--- config.mk ---
export PLATFORM = sky130hd
export DESIGN_NAME = irqrm_mux_top
export DESIGN_NICKNAME = d
export VERILOG_FILES = /design/src/irqrm_pkg.sv /design/src/irqrm_mux_top.sv
export SDC_FILE = /design/constraint.sdc
export NUM_CORES = 1
export LEC_CHECK = 0
export BUFFER_PORTS_ARGS = -buffer_cell sky130_fd_sc_hd__buf_2
export CORE_MARGIN = 10
export CORE_UTILIZATION = 45
export DETAILED_ROUTE_END_ITERATION = 7
export MAX_ROUTING_LAYER = met4
export PLACE_DENSITY = 0.82
export SETUP_SLACK_MARGIN = 0.02
export SLEW_MARGIN = 40
export SYNTH_ARGS = -nofsm -noshare
export SYNTH_HDL_FRONTEND = slang
export SYNTH_SLANG_ARGS = --single-unit
--- constraint.sdc ---
create_clock -name clk_sys -period 2.4 [get_ports clk_sys]
set_input_delay 0.36 -clock clk_sys [delete_from_list [all_inputs] [get_ports clk_sys]]
set_output_delay 0.36 -clock clk_sys [all_outputs]
set_load 0.005 [all_outputs]
--- src/irqrm_pkg.sv ---
package irqrm_pkg;

    // request lines and vector numbering
    localparam int NUM_LINES = 20;
    localparam int VECTOR_OFFSET = 16;
    localparam int NUM_SERIAL = 16;
    localparam int SERIAL_PAIR_STEP = 8;
    localparam int NUM_EXT_INT = 32;
    localparam int NUM_TIMER_UNITS = 3;
    localparam int NUM_DTQD = 3;
    localparam int NUM_SEL_FIELDS = 4;
    localparam int SEL_SRC_W = 32;

    // fixed exception vectors, no request line
    localparam int VEC_STACK_INIT = 0;
    localparam int VEC_RESET = 1;
    localparam int VEC_NMI_HW_WDOG = 2;
    localparam int VEC_HARD_FAULT = 3;
    localparam int VEC_MEM_MANAGE = 4;
    localparam int VEC_BUS_FAULT = 5;
    localparam int VEC_USAGE_FAULT = 6;
    localparam int VEC_SUPERVISOR_CALL = 11;
    localparam int VEC_DEBUG_MONITOR = 12;
    localparam int VEC_PENDABLE_SERVICE_CALL = 14;
    localparam int VEC_SYSTEM_TICK_TIMER = 15;

    // line positions, both modes
    localparam int LINE_CLK_ANOMALY = 0;
    localparam int LINE_SW_WDOG = 1;
    localparam int LINE_LOW_VOLTAGE = 2;
    // compatible mode
    localparam int LINE_C_TIMER_STOP = 3;
    localparam int LINE_C_EXT_LO = 4;
    localparam int LINE_C_EXT_HI = 5;
    localparam int LINE_C_DTQD = 6;
    localparam int LINE_C_SERIAL_BASE = 7;
    localparam int NUM_C_SERIAL_LINES = 13;
    // relocated mode
    localparam int LINE_R_SEL_A_BASE = 3;
    localparam int LINE_R_SEL_B_BASE = 7;
    localparam int LINE_R_TIMER0_SER8 = 11;
    localparam int LINE_R_EXT_LO = 12;
    localparam int LINE_R_EXT_HI = 13;
    localparam int LINE_R_DTQD0 = 14;
    localparam int LINE_R_SERIAL_BASE = 15;
    localparam int NUM_R_SERIAL_LINES = 4;
    localparam int LINE_R_SER4_RX = 19;
    localparam int R_SER8_CH = 8;
    localparam int R_SER_RX_ONLY_CH = 4;

    localparam int EXT_LO_TOP = 7;
    localparam int EXT_HI_LOW = 8;

    localparam logic MODE_COMPATIBLE = 1'h0;
    localparam logic MODE_RELOCATED = 1'h1;
    localparam logic [NUM_LINES-1:0] IRQ_RESET = 20'h00000;

    typedef struct packed {
        logic clock_anomaly_detector;
        logic sw_watchdog;
        logic low_voltage_detector;
        logic [NUM_TIMER_UNITS-1:0] multi_function_timer_wfg;
        logic [NUM_TIMER_UNITS-1:0] motor_emergency_stop_input;
        logic [NUM_EXT_INT-1:0] ext_pin;
        logic [NUM_DTQD-1:0] dual_timer_quadrature_position_counter;
        logic [NUM_SERIAL-1:0] multi_function_serial_rx;
        logic [NUM_SERIAL-1:0] multi_function_serial_tx_status;
    } irqrm_src_t;

    function automatic int irqrm_line_vector(input int line);
        return line + VECTOR_OFFSET;
    endfunction

endpackage

--- src/irqrm_mux_top.sv ---
`timescale 1ns/10ps
// Functional notes
// [RL1] mode select 0 gives the compatible mapping and 1 the relocated one, if the variant has it.
// [RL2] vectors 0 to 15 are fixed system exceptions in both modes and own no request line.
// [RL3] line n is vector n+16; lines 0, 1, 2 carry clock anomaly, software watchdog, low voltage.
// [RL4] relocated lines 3 to 6 each follow a source picked by the first source select.
// [RL5] relocated lines 7 to 10 each follow a source picked by the second source select.
// [RL6] compatible line 3 is the waveform and emergency stop requests of all three timer units.
// [RL7] pin interrupts 0-7 and 8-31 use lines 4 and 5 when compatible, 12 and 13 when relocated.
// [RL8] compatible line 6 is dual timer and counters 0-2; relocated line 14 is only counter 0.
// [RL9] compatible lines 7 to 19 alternate receive and transmit/status of serial k with k+8.
// [RL10] relocated line 11 is timer unit 0 stop requests plus all requests of serial channel 8.
// [RL11] relocated lines 15 to 18 carry all requests of serial channels 0 to 3 in order.
// [RL12] relocated line 19 is only the receive request of serial channel 4.
// [RL13] a shared line is high while any of its sources requests and low only when all are idle.
module irqrm_mux_top #(
    parameter bit RELOC_AVAILABLE = 1'b1,
    parameter int SEL_W = irqrm_pkg::SEL_SRC_W,
    parameter int IDX_W = $clog2(irqrm_pkg::SEL_SRC_W)
) (
    input wire logic clk_sys,
    input wire logic srst,
    input wire irqrm_pkg::irqrm_src_t src,
    input wire logic [SEL_W-1:0] sel_src,
    input wire logic relocation_mode_select,
    input wire logic [irqrm_pkg::NUM_SEL_FIELDS-1:0][IDX_W-1:0] relocation_source_select_a,
    input wire logic [irqrm_pkg::NUM_SEL_FIELDS-1:0][IDX_W-1:0] relocation_source_select_b,
    output logic [irqrm_pkg::NUM_LINES-1:0] irq_line
);
    import irqrm_pkg::*;

    logic [NUM_LINES-1:0] irq_reg;
    logic [NUM_LINES-1:0] irq_next;
    logic mode_eff;
    logic [NUM_C_SERIAL_LINES-1:0] compat_serial;
    logic [NUM_R_SERIAL_LINES-1:0] reloc_serial;
    logic [NUM_TIMER_UNITS-1:0] timer_stop;

    // variant without relocation stays compatible
    assign mode_eff = RELOC_AVAILABLE ? relocation_mode_select : MODE_COMPATIBLE; // RL1
    assign timer_stop = src.multi_function_timer_wfg | src.motor_emergency_stop_input;

    // compatible serial pairs k and k+8
    for (genvar j = 0; j < 7; j++) begin : g_compat_rx
        assign compat_serial[2*j] = src.multi_function_serial_rx[j]
            | src.multi_function_serial_rx[j+SERIAL_PAIR_STEP]; // RL9 RL13
    end
    for (genvar j = 0; j < 6; j++) begin : g_compat_tx
        assign compat_serial[2*j+1] = src.multi_function_serial_tx_status[j]
            | src.multi_function_serial_tx_status[j+SERIAL_PAIR_STEP]; // RL9 RL13
    end

    // relocated single serial channels
    for (genvar j = 0; j < NUM_R_SERIAL_LINES; j++) begin : g_reloc_ser
        assign reloc_serial[j] = src.multi_function_serial_rx[j]
            | src.multi_function_serial_tx_status[j]; // RL11 RL13
    end

    always_comb begin
        irq_next = IRQ_RESET;
        // vectors 0..15 are core exceptions, never driven here
        irq_next[LINE_CLK_ANOMALY] = src.clock_anomaly_detector; // RL3
        irq_next[LINE_SW_WDOG] = src.sw_watchdog; // RL3
        irq_next[LINE_LOW_VOLTAGE] = src.low_voltage_detector; // RL3
        if (mode_eff == MODE_COMPATIBLE) begin // RL1
            irq_next[LINE_C_TIMER_STOP] = |timer_stop; // RL6 RL13
            irq_next[LINE_C_EXT_LO] = |src.ext_pin[EXT_LO_TOP:0]; // RL7
            irq_next[LINE_C_EXT_HI] = |src.ext_pin[NUM_EXT_INT-1:EXT_HI_LOW]; // RL7
            irq_next[LINE_C_DTQD] = |src.dual_timer_quadrature_position_counter; // RL8
            for (int i = 0; i < NUM_C_SERIAL_LINES; i++) begin
                irq_next[LINE_C_SERIAL_BASE+i] = compat_serial[i]; // RL9
            end
        end else begin
            for (int i = 0; i < NUM_SEL_FIELDS; i++) begin
                irq_next[LINE_R_SEL_A_BASE+i] = sel_src[relocation_source_select_a[i]]; // RL4
                irq_next[LINE_R_SEL_B_BASE+i] = sel_src[relocation_source_select_b[i]]; // RL5
            end
            irq_next[LINE_R_TIMER0_SER8] = timer_stop[0]
                | src.multi_function_serial_rx[R_SER8_CH]
                | src.multi_function_serial_tx_status[R_SER8_CH]; // RL10 RL13
            irq_next[LINE_R_EXT_LO] = |src.ext_pin[EXT_LO_TOP:0]; // RL7
            irq_next[LINE_R_EXT_HI] = |src.ext_pin[NUM_EXT_INT-1:EXT_HI_LOW]; // RL7
            irq_next[LINE_R_DTQD0] = src.dual_timer_quadrature_position_counter[0]; // RL8
            for (int i = 0; i < NUM_R_SERIAL_LINES; i++) begin
                irq_next[LINE_R_SERIAL_BASE+i] = reloc_serial[i]; // RL11
            end
            irq_next[LINE_R_SER4_RX] = src.multi_function_serial_rx[R_SER_RX_ONLY_CH]; // RL12
        end
    end

    always_ff @(posedge clk_sys) begin
        if (srst) begin
            irq_reg <= IRQ_RESET;
        end else begin
            irq_reg <= irq_next;
        end
    end

    assign irq_line = irq_reg;

    for (genvar i = 0; i < NUM_SEL_FIELDS; i++) begin : g_chk_sel

    end

    for (genvar j = 0; j < 7; j++) begin : g_chk_compat_rx

    end

    for (genvar j = 0; j < 6; j++) begin : g_chk_compat_tx

    end

    for (genvar i = 0; i < NUM_R_SERIAL_LINES; i++) begin : g_chk_reloc_ser

    end
endmodule

==> results of run 1 <==
==> power by group through the flow <==
| stage | clock network (uW) | logic (uW) | registers [uW] |
|---|---|---|---|
| CTS | 212 | 615 | 366 |
| detailed placement | 0 | 612 | 373 |
| global placement | 0 | 593 | 372 |
| global route | 227 | 668 | 368 |
| floorplan | 0 | 350 | 377 |
| finish | 201 | 614 | 366 |
==> metal layers <==
metal  routed length, um  up-vias
li1                    -     1317
met3                1270        8
met2                5420      210
met4                  97        0
met1                3770     1423
met5                   0        -
==> stage by stage <==
stage | total power (uW) | cells | instance area (um^2)
6_report | 1180 | 453 | 3750
5_1_grt | 1260 | 453 | 3750
4_1_cts | 1190 | 453 | 3750
3_5_place_dp | 986 | 450 | 3710
3_3_place_gp | 965 | 450 | 3710
2_1_floorplan | 727 | 232 | 2890
==> kinds of logic after synthesis <==
| kind of cell | count (synthesis) | synth area share (%) |
|---|---|---|
| muxes | 86 | 61.1 |
| and+or+nand+nor | 65 | 12.3 |
| AOI/OAI and AO/OA | 32 | 8.44 |
| buffers and inverters | 29 | 4.33 |
| DFF | 20 | 13.8 |
==> layout make-up <==
| cell class | count | area, um^2 | area share (%) |
|---|---|---|---|
| repair buffers | 164 | 821 | 21.9 |
| flip-flops and latches | 20 | 400 | 10.7 |
| inverters | 6 | 22.5 | 0.601 |
| clock buffers | 3 | 41.3 | 1.10 |
| multi-input cells | 183 | 2370 | 63.1 |
| well taps | 77 | 96.3 | 2.57 |
==> worst max-delay path: stages <==
cell and delay (ps):
buf_2 210, mux4_1 580, mux4_2 450, or3b_1 340
and4_1 150
==> worst paths after layout <==
kind                          start     endpoint  slack [ps]  cells past startpoint
max   relocation_source_select_a[1]  irq_line[3]         450                      5
min                         src[74]  irq_line[1]         330                      2
==> layout by cell type, fill, tap and decap left out, types with 2 or more instances in the layout <==
cell type	instances
a2111oi_0	4
a211oi_1	5
a21oi_1	5
a22oi_1	2
a311oi_1	2
a31oi_1	2
and4_1	5
buf_2	164
clkbuf_8	3
dfxtp_1	20
inv_1	6
mux2_2	3
mux2i_1	13
mux4_1	7
mux4_2	63
nand2_1	6
nand3b_1	2
nand4_1	2
nand4b_1	2
nor2_1	17
nor2b_1	5
nor3_1	13
nor4_1	9
o22ai_1	2
o2bb2ai_1	3
o41ai_1	2
==> results.yml, run 1 <==
detailed_routing:
  dr.pass1.iters: 4
  vias: 2958
  drtIter0Drc: 244
  wire_per_inst_um: 23.3
  ant_nets: 0
  post_drt_via_cell_ratio: 6.53
  wl_um: 10600
  post-route-drc-count: 0
clock_network:
  clock_path_buffers: 2
  cts_max_level: 1
  cts.sinks: 20
  cts-resized-gates: 0
  postCtsHoldBufs: 0
  tritoncts: "done"
  cts.clk_slew.worst_paths_ps: 60
  cts-root-buf: "clkbuf_8"
  cts_buffers: 3
  post_cts_buffers: 0
die:
  die_h_um: 100
  core_area_mm2: 0.00631
  dieArea_mm2: 0.0100
  initial_core_util_pct: 45.8
  ios: 171
  die_w_um: 100
  rows: 29
setup_path:
  critical_path_required_ps: 2540
  cp.arrival_ps: 2090
  critPathCaptureType: "register"
  start_kind: "input pin"
  timing.critical_path.fanout_max: 8
  crit_type: "input pin to register"
timing:
  fin_ws_ps: 445
  relSlewSlack_pct: 55.8
  setup-tns-final_ps: 0
  tightest_slew_ps: 663
  fmax_mhz: 512
  layout_min_cycle_time_ps: 1950
  holdWs_ps: 329
  rsz0062_at_grt: "false"
  slew_violations: 0
  hold_violations: 0
  post-route-period-util_pct: 81.4
  setup_viol: 0
finish:
  drive_gt1_share_pct: 62.2
  fin_util_pct: 59.4
  area_delta_synth_final_pct: 29.6
  fill_cells: 545
  final_nets: 529
  antenna_cells: 0
  largest_reg_flops: 20
logic_synthesis:
  ys_ff_latch: 20
  async_flop_share_pct: 0
  yosysMostFrequentCell: "mux4_2"
  syn-cell-area_mm2: 0.00289
  synth.distinct_cells: 37
  syn-num-nets: 383
  synth.top_cell.area_share_pct: 49.1
  synth_common_cells: "mux4_2, dfxtp_1, nor2_1"
  synth_cells: 232
  avgSynthCellArea_um2: 12.5
  synth_edf_count: 0
  synthFlopType: "dfxtp_1"
  seq_area_frac_synth_pct: 13.8
  synth_area_leader_cell: "mux4_2"
  ys_warn_count: 0
  synth_area_leaders: "mux4_2, dfxtp_1, mux4_1, mux2i_1, nor3_1"
pwr:
  netSwitchingFraction_pct: 31.0
  p_int_uw: 816
  combPwrFrac_pct: 52.0
  power.share.sequential_pct: 31.0
  p_clk_share_pct: 17.0
  powerDensity_mw_per_mm2: 315
  vdd_drop_max_mv: 0.259
  p_leak_uw: 0.00159
  power.switching_uw: 366
global_route:
  use_met3_pct: 6.59
  use_met1_pct: 23.8
  top_usage_layer: "met2"
  grt-ovfl-total: 0
  grtUsageMet2_pct: 34.9
  grt_pass1_vias: 3173
  grt_max_degree: 43
  groute.usage.overall_pct: 20.9
  antenna_found_initial: 0
  grt_pass1_wl_um: 16600
run:
  drv_cap: 0
placed_design:
  pre_cts_ws_ps: 181
  gp_congestion: 0.909
  dp_hpwl_um: 9160
  io_buffer_count: 164
status:
  status: "completed"
min_path:
  hold_class: "input pin to register"
Power figures use the tool's default switching activity.
==> run 2: changes to the inputs <==
--- a/config.mk
+++ b/config.mk
@@ -5,12 +5,13 @@
 export SDC_FILE = /design/constraint.sdc
 export NUM_CORES = 1
 export LEC_CHECK = 0
+export ABC_AREA = 1
 export BUFFER_PORTS_ARGS = -buffer_cell sky130_fd_sc_hd__buf_2
 export CORE_MARGIN = 10
-export CORE_UTILIZATION = 45
+export CORE_UTILIZATION = 44
 export DETAILED_ROUTE_END_ITERATION = 7
 export MAX_ROUTING_LAYER = met4
-export PLACE_DENSITY = 0.82
+export PLACE_DENSITY = 0.78
 export SETUP_SLACK_MARGIN = 0.02
 export SLEW_MARGIN = 40
 export SYNTH_ARGS = -nofsm -noshare
==> constraint.sdc (replaced) <==
create_clock -name clk_sys -period 1.6 [get_ports clk_sys]
set_input_delay 0.24 -clock clk_sys [delete_from_list [all_inputs] [get_ports clk_sys]]
set_output_delay 0.24 -clock clk_sys [all_outputs]
set_load 0.005 [all_outputs]
==> results.yml, run 2 <==
status:
  status: "completed"
logic_synthesis:
  ys_warn_count: 0
  syn-num-nets: 888
  async_flop_share_pct: 0
  synth-compound-area-share_pct: 5.62
  synth_edf_count: 0
  seq_area_frac_synth_pct: 10.5
  yosysMostFrequentCell: "nand2_1"
  yosys.area_share.simple_pct: 64.5
  ys_ff_latch: 20
  synth.distinct_cells: 29
  synth_common_cells: "nand2_1, nand3_1, buf_2"
  synthAdderAreaFrac_pct: 0
  synth_area_leader_cell: "nand2_1"
  synthFlopType: "dfxtp_1"
  synth_mux_area_share_pct: 0
  synth.top_cell.area_share_pct: 32.8
  synth_cells: 737
  synth_xor_area_share_pct: 0
  avgSynthCellArea_um2: 5.16
  synth_top_family_by_area: "simple AND/OR/NAND/NOR gates"
  syn-cell-area_mm2: 0.00381
  synth_area_leaders: "nand2_1, nand3_1, dfxtp_1, buf_6, buf_2"
setup_path:
  cp.arrival_ps: 1290
  critical_path_required_ps: 1740
  timing.critical_path.fanout_max: 17
  critPathCaptureType: "register"
  crit_type: "input pin to register"
  start_kind: "input pin"
clock_network:
  cts_buffers: 3
  cts.clk_slew.worst_paths_ps: 70
  cts-resized-gates: 0
  cts-root-buf: "clkbuf_8"
  cts_max_level: 1
  postCtsHoldBufs: 0
  post_cts_buffers: 0
  tritoncts: "done"
  clock_path_buffers: 2
  cts.sinks: 20
detailed_routing:
  wl_um: 15600
  drtIter0Drc: 740
  post-route-drc-count: 0
  post_drt_via_cell_ratio: 5.48
  wire_per_inst_um: 16.5
  dr.pass1.iters: 5
  vias: 5171
  ant_nets: 0
timing:
  fmax_mhz: 868
  post-route-period-util_pct: 72.0
  rsz0062_at_grt: "false"
  tightest_slew_ps: 352
  setup-tns-final_ps: 0
  layout_min_cycle_time_ps: 1150
  relSlewSlack_pct: 76.2
  slew_violations: 0
  setup_viol: 0
  hold_violations: 0
  fin_ws_ps: 448
run:
  drv_cap: 0
placed_design:
  gp_congestion: 0.994
  dp_hpwl_um: 11400
  io_buffer_count: 164
  pre_cts_ws_ps: 187
  dpl.cell_count: 940
  placed_area_mm2: 0.00425
die:
  rows: 33
  die_h_um: 113
  ios: 171
  dieArea_mm2: 0.0128
  initial_core_util_pct: 45.9
  die_w_um: 113
  core_area_mm2: 0.00830
global_route:
  grt_pass1_wl_um: 24600
  grt_max_degree: 18
  groute.usage.overall_pct: 23.4
  antenna_found_initial: 0
  grt_pass1_vias: 4937
  grt-ovfl-total: 0
finish:
  fin_cells: 944
  fin_util_pct: 51.9
  antenna_cells: 0
  layout_common_cells: "nand2_1, nand3_1, buf_2, inv_1, dfxtp_1"
  drive_gt1_share_pct: 23.2
  area_delta_synth_final_pct: 13.1
  stdcell_area_mm2: 0.00431
  final_nets: 991
  final_common_cell: "nand2_1"
  largest_reg_flops: 20
pwr:
  powerDensity_mw_per_mm2: 472
  p_leak_uw: 0.00242
  vdd_drop_max_mv: 0.318
min_path:
  hold_class: "input pin to register"
## run 2: cell count changes in the layout (fill, tap and decap cells not counted), moves of 6 or more
cell / previous run / this run
mux4_2: 63 / 0
inv_1: 6 / 28
a21oi_2: 0 / 8
inv_2: 0 / 6
mux4_1: 7 / 0
o21ai_0: 0 / 11
nand3_1: 1 / 206
mux2i_1: 13 / 0
nand2_1: 6 / 333
nor4_1: 9 / 3
## run 2: path summary, 6_finish.rpt
check	start	to	slack (ps)	cells after the start
max	relocation_source_select_a[0]	irq_line[3]	450	10
min	src[74]	irq_line[1]	180	3
## run 2: worst max-delay path, stage by stage
cell	delay, ps
buf_2	310
inv_8	90
nand2_1	70
nand3_1	60
nand3_1	90
nand2_1	70
nand2_1	50
nand3b_1	70
nand2_1	160
a21oi_2	70
## run 2: final cells by class
cell class | count | area, um^2
Sequential cell | 20 | 400
Timing Repair Buffer | 166 | 836
Fill cell | 948 | 3990
Multi-Input combinational cell | 606 | 2670
Clock buffer | 4 | 55.1
Inverter | 43 | 214
Tap cell | 105 | 131
## run 2: report_power, final
group	internal [uW]	switching, uW	total (uW)	leakage (uW)
logic	412	693	1100	0.00222
registers	536	10.8	547	0.000168
clock network	219	161	380	0.0000288
total	1170	865	2030	0.00242
## run 2: kinds of logic after synthesis
logic type	after synthesis
buffers and inverters	111
flip-flops	20
AND/OR/NAND/NOR	573
AO/OA/AOI/OAI	33
## run 2: metrics by stage
| step | total power [uW] | hold WS (ps) |
|---|---|---|
| 3_5_place_dp | 1640 | 447 |
| 4_1_cts | 2020 | 178 |
| 5_1_grt | 2210 | 176 |
| 3_3_place_gp | 1630 | 440 |
| 2_1_floorplan | 1330 | 347 |
| 6_report | 2030 | 181 |
## run 2: layer usage
layer  up-vias  global-route usage (%)  part of all wire, %
met5         -                       -                    0
met4         0                    10.6                  4.7
met3        71                    4.01                  8.9
met2       281                    38.0                   48
met1      2234                    27.7                   38
li1       2585                       -                    -
